--- config.mk ---
export PLATFORM = sky130hd
export DESIGN_NAME = pcacr_channel2_regs
export DESIGN_NICKNAME = d
export VERILOG_FILES = /design/src/rtl/pcacr_pkg.sv /design/src/rtl/pcacr_channel2_regs.sv
export VERILOG_INCLUDE_DIRS = /design/src /design/src/rtl
export SDC_FILE = /design/constraint.sdc
export NUM_CORES = 1
export LEC_CHECK = 0
export ABC_AREA = 1
export BUFFER_PORTS_ARGS = -buffer_cell sky130_fd_sc_hd__buf_2
export CAP_MARGIN = 30
export CELL_PAD_IN_SITES_DETAIL_PLACEMENT = 1
export CELL_PAD_IN_SITES_GLOBAL_PLACEMENT = 1
export CORE_AREA = 5 5 119 121
export DETAILED_ROUTE_END_ITERATION = 6
export DIE_AREA = 0 0 124 126
export HOLD_SLACK_MARGIN = 0.1
export PLACE_DENSITY_LB_ADDON = 0.2
export SLEW_MARGIN = 20
export SYNTH_ARGS = -nofsm -noshare
export SYNTH_HDL_FRONTEND = slang
export SYNTH_SLANG_ARGS = --single-unit
export TNS_END_PERCENT = 50
--- constraint.sdc ---
create_clock -name clock_in -period 2.05 [get_ports clock_in]
set_clock_uncertainty 0.1 [all_clocks]
set_input_delay 0.41 -clock clock_in [delete_from_list [all_inputs] [get_ports clock_in]]
set_output_delay 0.41 -clock clock_in [all_outputs]
set_load 0.05 [all_outputs]
--- src/rtl/pcacr_defines.svh ---
`ifndef PCACR_DEFINES_SVH
`define PCACR_DEFINES_SVH
// Register offsets are word indices; the bus byte address is four times the index.
`define PCACR_OFF_MODE      8'hdc
`define PCACR_OFF_LOW       8'heb
`define PCACR_OFF_HIGH      8'hec
`define PCACR_OFF_STATUS    8'hf0
`define PCACR_OFF_MASK      8'hf4
`define PCACR_OFF_SELECT    8'hf8
`define PCACR_BIT_WIDE      7
`define PCACR_BIT_COMP_EN   6
`define PCACR_BIT_RISE_CAP  5
`define PCACR_BIT_FALL_CAP  4
`define PCACR_BIT_MATCH     3
`define PCACR_BIT_TOGGLE    2
`define PCACR_BIT_PWM       1
`define PCACR_BIT_FLAG_MASK 0
`define PCACR_RESET_BYTE    8'h00
`define PCACR_RESP_OKAY     2'b00
`define PCACR_RESP_SLVERR   2'b10
`endif

--- src/rtl/pcacr_pkg.sv ---
package pcacr_pkg;
    typedef struct packed {
        logic       wide_pulse_mode_select;
        logic       comparator_function_enable;
        logic       rising_edge_capture_enable;
        logic       falling_edge_capture_enable;
        logic       match_function_enable;
        logic       toggle_function_enable;
        logic       pwm_mode_enable;
        logic       flag_interrupt_mask;
    } pcacr_mode_t;
    typedef struct packed {
        logic [7:0] high_byte;
        logic [7:0] low_byte;
    } pcacr_value_t;
endpackage

--- src/rtl/pcacr_channel2_regs.sv ---
// Function
// - A software write to the low byte forces the comparator enable bit to 0.
// - The low byte holds bits 7:0 of the 16-bit compare value and resets to zero.
// - The high byte holds the upper byte of the 16-bit compare value and resets to zero.
// - The byte addresses alternatively reach the auto-reload bytes used in 9 to 11-bit PWM.
// - The reload select bit chooses between compare bytes and auto-reload bytes.
//
// Local design decision: the AXI4-Lite slave port.
`timescale 1ns/1ps
`include "pcacr_defines.svh"
module pcacr_channel2_regs
    import pcacr_pkg::*;
(
    // Clock and reset.
    input  wire logic         clock_in,
    input  wire logic         reset_in,
    // AXI4-Lite write channels.
    input  wire logic [9:0]   s_axi_awaddr_in,
    input  wire logic         s_axi_awvalid_in,
    output logic              s_axi_awready_out,
    input  wire logic [31:0]  s_axi_wdata_in,
    input  wire logic [3:0]   s_axi_wstrb_in,
    input  wire logic         s_axi_wvalid_in,
    output logic              s_axi_wready_out,
    output logic [1:0]        s_axi_bresp_out,
    output logic              s_axi_bvalid_out,
    input  wire logic         s_axi_bready_in,
    // AXI4-Lite read channels.
    input  wire logic [9:0]   s_axi_araddr_in,
    input  wire logic         s_axi_arvalid_in,
    output logic              s_axi_arready_out,
    output logic [31:0]       s_axi_rdata_out,
    output logic [1:0]        s_axi_rresp_out,
    output logic              s_axi_rvalid_out,
    input  wire logic         s_axi_rready_in,
    // Counter array side.
    input  wire logic         event_flag_in,
    output pcacr_mode_t       mode_out,
    output pcacr_value_t      compare_value_out,
    output pcacr_value_t      reload_value_out,
    output logic              interrupt_out
);
    pcacr_mode_t  mode_reg, mode_next;
    pcacr_value_t cmp_reg, cmp_next, rld_reg, rld_next;
    logic         sel_reg, sel_next, stat_reg, stat_next, msk_reg, msk_next;
    logic         irq_reg, irq_next;
    logic         aw_reg, aw_next, w_reg, w_next, b_reg, b_next, r_reg, r_next;
    logic         awrdy_reg, awrdy_next, wrdy_reg, wrdy_next, arrdy_reg, arrdy_next;
    logic [7:0]   awa_reg, awa_next;
    logic [7:0]   wd_reg, wd_next;
    logic         we_reg, we_next;
    logic [1:0]   br_reg, br_next, rr_reg, rr_next;
    logic [7:0]   rd_reg, rd_next;
    logic         do_wr;
    logic [7:0]   wa;

    always_comb begin
        aw_next   = aw_reg;
        w_next    = w_reg;
        awa_next  = awa_reg;
        wd_next   = wd_reg;
        we_next   = we_reg;
        b_next    = b_reg;
        br_next   = br_reg;
        r_next    = r_reg;
        rr_next   = rr_reg;
        rd_next   = rd_reg;
        mode_next = mode_reg;
        cmp_next  = cmp_reg;
        rld_next  = rld_reg;
        sel_next  = sel_reg;
        msk_next  = msk_reg;
        stat_next = stat_reg;
        if (s_axi_awvalid_in && !aw_reg && !b_reg) begin
            aw_next  = 1'b1;
            awa_next = s_axi_awaddr_in[9:2];
        end
        if (s_axi_wvalid_in && !w_reg && !b_reg) begin
            w_next  = 1'b1;
            wd_next = s_axi_wdata_in[7:0];
            we_next = s_axi_wstrb_in[0];
        end
        do_wr = aw_reg && w_reg && !b_reg;
        wa    = awa_reg;
        if (do_wr) begin
            aw_next = 1'b0;
            w_next  = 1'b0;
            b_next  = 1'b1;
            br_next = `PCACR_RESP_OKAY;
            if (wa == `PCACR_OFF_MODE) begin
                if (we_reg) mode_next = pcacr_mode_t'(wd_reg);
            end else if (wa == `PCACR_OFF_LOW) begin
                if (we_reg && sel_reg) rld_next.low_byte = wd_reg;
                if (we_reg && !sel_reg) cmp_next.low_byte = wd_reg;
                if (we_reg) mode_next.comparator_function_enable = 1'b0;
            end else if (wa == `PCACR_OFF_HIGH) begin
                if (we_reg && sel_reg) rld_next.high_byte = wd_reg;
                if (we_reg && !sel_reg) cmp_next.high_byte = wd_reg;
                if (we_reg) mode_next.comparator_function_enable = 1'b1;
            end else if (wa == `PCACR_OFF_STATUS) begin
                if (we_reg && wd_reg[0]) stat_next = 1'b0;
            end else if (wa == `PCACR_OFF_MASK) begin
                if (we_reg) msk_next = wd_reg[0];
            end else if (wa == `PCACR_OFF_SELECT) begin
                if (we_reg) sel_next = wd_reg[0];
            end else begin
                br_next = `PCACR_RESP_SLVERR;
            end
        end
        if (event_flag_in) stat_next = 1'b1;
        if (b_reg && s_axi_bready_in) b_next = 1'b0;
        if (r_reg && s_axi_rready_in) r_next = 1'b0;
        if (s_axi_arvalid_in && !r_reg) begin
            r_next  = 1'b1;
            rr_next = `PCACR_RESP_OKAY;
            unique case (s_axi_araddr_in[9:2])
                `PCACR_OFF_MODE:   rd_next = mode_reg;
                `PCACR_OFF_LOW:    rd_next = sel_reg ? rld_reg.low_byte : cmp_reg.low_byte;
                `PCACR_OFF_HIGH:   rd_next = sel_reg ? rld_reg.high_byte : cmp_reg.high_byte;
                `PCACR_OFF_STATUS: rd_next = {7'h00, stat_reg};
                `PCACR_OFF_MASK:   rd_next = {7'h00, msk_reg};
                `PCACR_OFF_SELECT: rd_next = {7'h00, sel_reg};
                default: begin
                    rd_next = `PCACR_RESET_BYTE;
                    rr_next = `PCACR_RESP_SLVERR;
                end
            endcase
        end
        irq_next = (stat_next && msk_next) && mode_next.flag_interrupt_mask;
        // Ready outputs are registered copies of the next channel state.
        awrdy_next = !aw_next && !b_next;
        wrdy_next  = !w_next && !b_next;
        arrdy_next = !r_next;
    end

    always_ff @(posedge clock_in) begin
        if (reset_in) begin
            mode_reg <= pcacr_mode_t'(`PCACR_RESET_BYTE);
            cmp_reg  <= '0;
            rld_reg  <= '0;
            sel_reg  <= 1'b0;
            stat_reg <= 1'b0;
            msk_reg  <= 1'b0;
            irq_reg  <= 1'b0;
            awrdy_reg <= 1'b1;
            wrdy_reg  <= 1'b1;
            arrdy_reg <= 1'b1;
            aw_reg   <= 1'b0;
            w_reg    <= 1'b0;
            awa_reg  <= 8'h00;
            wd_reg   <= 8'h00;
            we_reg   <= 1'b0;
            b_reg    <= 1'b0;
            br_reg   <= 2'b00;
            r_reg    <= 1'b0;
            rr_reg   <= 2'b00;
            rd_reg   <= 8'h00;
        end else begin
            mode_reg <= mode_next;
            cmp_reg  <= cmp_next;
            rld_reg  <= rld_next;
            sel_reg  <= sel_next;
            stat_reg <= stat_next;
            msk_reg  <= msk_next;
            irq_reg  <= irq_next;
            awrdy_reg <= awrdy_next;
            wrdy_reg  <= wrdy_next;
            arrdy_reg <= arrdy_next;
            aw_reg   <= aw_next;
            w_reg    <= w_next;
            awa_reg  <= awa_next;
            wd_reg   <= wd_next;
            we_reg   <= we_next;
            b_reg    <= b_next;
            br_reg   <= br_next;
            r_reg    <= r_next;
            rr_reg   <= rr_next;
            rd_reg   <= rd_next;
        end
    end

    assign s_axi_awready_out = awrdy_reg;
    assign s_axi_wready_out  = wrdy_reg;
    assign s_axi_bvalid_out  = b_reg;
    assign s_axi_bresp_out   = br_reg;
    assign s_axi_arready_out = arrdy_reg;
    assign s_axi_rvalid_out  = r_reg;
    assign s_axi_rresp_out   = rr_reg;
    assign s_axi_rdata_out   = {24'h000000, rd_reg};
    assign mode_out          = mode_reg;
    assign compare_value_out = cmp_reg;
    assign reload_value_out  = rld_reg;
    assign interrupt_out     = irq_reg;

    chk_low_clears_en: assert property (@(posedge clock_in) disable iff (reset_in)
        (do_wr && we_reg && wa == `PCACR_OFF_LOW)
        |=> !mode_reg.comparator_function_enable)
        else $error("low byte write did not clear comparator enable");
    chk_high_sets_en: assert property (@(posedge clock_in) disable iff (reset_in)
        (do_wr && we_reg && wa == `PCACR_OFF_HIGH)
        |=> mode_reg.comparator_function_enable)
        else $error("high byte write did not set comparator enable");
    chk_irq_masked: assert property (@(posedge clock_in) disable iff (reset_in)
        interrupt_out |-> (stat_reg && mode_reg.flag_interrupt_mask))
        else $error("interrupt raised while masked");
    chk_low_store: assert property (@(posedge clock_in) disable iff (reset_in)
        (do_wr && we_reg && !sel_reg && wa == `PCACR_OFF_LOW)
        |=> cmp_reg.low_byte == $past(wd_reg))
        else $error("low compare byte not stored");
    chk_high_store: assert property (@(posedge clock_in) disable iff (reset_in)
        (do_wr && we_reg && !sel_reg && wa == `PCACR_OFF_HIGH)
        |=> cmp_reg.high_byte == $past(wd_reg))
        else $error("high compare byte not stored");
    chk_reload_route: assert property (@(posedge clock_in) disable iff (reset_in)
        (do_wr && sel_reg && wa == `PCACR_OFF_LOW)
        |=> $stable(cmp_reg.low_byte))
        else $error("reload access altered compare byte");
endmodule // pcacr_channel2_regs

==> results.ini <==
[status]
status = finished, final reports clean

[die]
placeableCoreArea_sq_um = 13000
fp.dieArea_sq_um = 15600
ios = 146
fp.dieH_microns = 126
num_rows = 42
start_util_pct = 28.1
chipWidth_microns = 124

[pwr]
powerDensity_nw_per_um2 = 813
swShare_pct = 29.2
power.share.sequential_pct = 45.3
p_switching_mw = 1.04
vdd_drop_max_v = 0.000472
p_comb_share_pct = 13.8
power.internal_mw = 2.52
power.share.clock_pct = 40.9
power.leakage_nw = 2.14

[clock_network]
cts_hold_buffers = 0
inserted_clock_buffers = 9
clkSlewWorstSetupHoldPaths_ns = 0.06
cts.repair_timing.setup_buffer_count = 0
cts-resized-gates = 0
tritoncts = built
clk-insertion-delay-late_ns = 0.34
cts.root.buffer_cell = sky130_fd_sc_hd__clkbuf_16
cts.path.max_buffers = 2
h-tree-depth = 3
cts_num_sinks = 78

[yosys]
synth-simple-area-share_pct = 22.5
post-synth-top-area-cell = sky130_fd_sc_hd__dfxtp_1
cells_after_synth = 467
ys_warn_count = 0
share_of_yosys_cell_area_claimed_by_the_top_area_cell_type_pct = 42.7
synth.most_common_cell = sky130_fd_sc_hd__nand2_1
synthAdderAreaFrac_pct = 0
synth-seq-cells = 78
yosysSeqAreaShare_pct = 42.7
synth_flop_cell = sky130_fd_sc_hd__dfxtp_1
synth.avg_cell_area_sq_um = 7.82
muxShareOfSynthArea_pct = 0
yosysUniqueCellTypes = 33
synth_compound_area_share_pct = 21.2
cell_types_with_the_largest_area_share_after_synthesis = sky130_fd_sc_hd__dfxtp_1, sky130_fd_sc_hd__nand2_1, sky130_fd_sc_hd__o21ai_0
synthXorXnorAreaFrac_pct = 0
synth_top_family_by_area = simple AND/OR/NAND/NOR gates
async_reset_ff_share_pct = 0
netlist_area_before_placement_sq_um = 3650
synth_edf_count = 0
synthTopCellsByCount = sky130_fd_sc_hd__nand2_1, sky130_fd_sc_hd__dfxtp_1, sky130_fd_sc_hd__o21ai_0

[critical_path]
critical_path_peak_fanout = 14
crit_path_max_cell_delay_ns = 0.39
nature_of_the_critical_path_startpoint = flop
cp.buffers_inverters = 1
data_required_time_of_the_worst_path_ns = 2.17
timing_worst_setup_path_type = reg -> reg
cp_common_cell = sky130_fd_sc_hd__nand2_1
cp-end-kind = flop
critical_path.top_delay_family = simple AND/OR/NAND/NOR gates
cpMaxStageDelayCell = sky130_fd_sc_hd__dfxtp_1
cp_data_arrival_time_ns = 1.70
path_cells = nand3_4 > inv_2 > nand2_1 > nor2_4 > nand2_1 > nand2_1 > nor2_2 > nand2_1 > nor2_1

[detailed_routing]
drt_pass1_iterations = 4
routed_via_density = 4.52
routed-via-count = 3297
dr_wl_cell_microns = 15.3
remaining_drcs = 0
routed_wirelength_microns = 11200
final_antenna_net_count = 0
drt_iter0_drc = 143

[grt]
track_usage_pct = 14.7
grt_first_pass_wirelength_microns = 17600
grt.met1_usage_pct = 20.2
initial_antenna_violation_count = 0
use_met2_pct = 21.9
grt.met3_usage_pct = 3.18
number_of_global_route_vias_before_repair = 3309
grt_start_max_net_pins = 59
grt_remaining_overflow = 0
grt.busiest_layer = met2

[place]
dpl.hpwl_microns = 8280
port_buffers = 88
finalWeightedCongestion = 0.769

[sta]
drv_slew = 0
worst-slew-pin-transition_ns = 0.505
rsz0062_at_grt = no
setup_viol_count_final = 0
finalHoldViolCount = 0
max_slew_margin_pct = 66.2
fin_tns_setup_ns = 0
min_period_ns = 1.58
worst_hold_slack_ns = 0.239
final.period_utilization_pct = 77.1
maximum_clock_frequency_mhz = 633

[job]
drv.max_cap_violation_count = 0

[cells_and_area]
syn_to_final_growth_pct = 19.7
final_layout_size_suffix_gt1_share_pct = 25.6
finish.net_count = 615
diodes = 0

[min_path]
holdCritPathClass = in -> reg

==> final timing paths <==
| check | startpoint | end | slack [ns] | cells after the start |
|---|---|---|---|---|
| worst max-delay path | w_reg | interrupt_out | 0.47 | 9 |
| worst min-delay path | s_axi_awaddr_in[8] | awa_reg[6] | 0.24 | 3 |
| worst max register to register | w_reg | interrupt_out | 0.47 | 9 |
| worst min register to register | awa_reg[0] | awa_reg[0] | 0.39 | 2 |
==> final cells by class <==
type	count	area [sq um]
Clock buffer	10	239
Inverter	34	130
Multi-Input combinational cell	333	1690
Tap cell	176	220
Sequential cell	78	1560
Timing Repair Buffer	95	505
Fill cell	1632	8610
Clock inverter	4	25.0
==> per-layer routing <==
metal | up-vias | routed length (microns) | part of all wire (%)
li1 | 1667 | - | -
met4 | 0 | 260 | 2.3
met3 | 17 | 544 | 4.9
met5 | - | 0 | 0
met2 | 92 | 5020 | 45
met1 | 1521 | 5350 | 48
==> power groups by stage <==
stage                     registers (mW)  clock network (mW)  logic [mW]
after floorplan                     1.72                   0       0.321
after global placement              1.64                   0       0.487
after detailed placement            1.65                   0       0.495
after CTS                           1.61                1.51       0.496
after global routing                1.62                1.57       0.537
final                               1.61                1.45       0.489
==> worst reg2reg max path: cells and delay by family (launching register included) <==
kind / cells / cell delay [ns]
DFF: 1 / 0.39
and+or+nand+nor: 8 / 0.87
buffers and inverters: 1 / 0.11
==> through the flow <==
stage / util, % / power, mW / setup slack (ns) / instance area [sq um] / std cells
2_1_floorplan: - / 2.04 / 0.424 / 3750 / 492
3_3_place_gp: 31.7 / 2.13 / 0.415 / 4110 / 716
3_5_place_dp: 31.7 / 2.14 / 0.379 / 4110 / 716
4_1_cts: 33.7 / 3.62 / 0.446 / 4370 / 730
5_1_grt: 33.7 / 3.73 / 0.285 / 4370 / 730
6_report: 33.7 / 3.56 / 0.470 / 4370 / 730
==> cell usage in the layout (no fill, tap or decap), drive strengths merged, types with 3 or more instances in the layout <==
cell    count
nor2       37
buf        95
nand2     102
conb       26
nor3        5
inv        34
dfxtp      78
clkbuf     10
a31oi      15
a21oi      60
o21ai      67
nand4       3
nand3      12
==> kinds of logic (layout without fill, tap and decap cells) <==
| logic type | count (synthesis) | in the layout |
|---|---|---|
| AND/OR/NAND/NOR | 163 | 163 |
| other | 1 | 26 |
| flip-flops | 78 | 78 |
| AO/OA/AOI/OAI | 144 | 144 |
| buffers and inverters | 81 | 143 |
(Power assumes the default switching activity.)
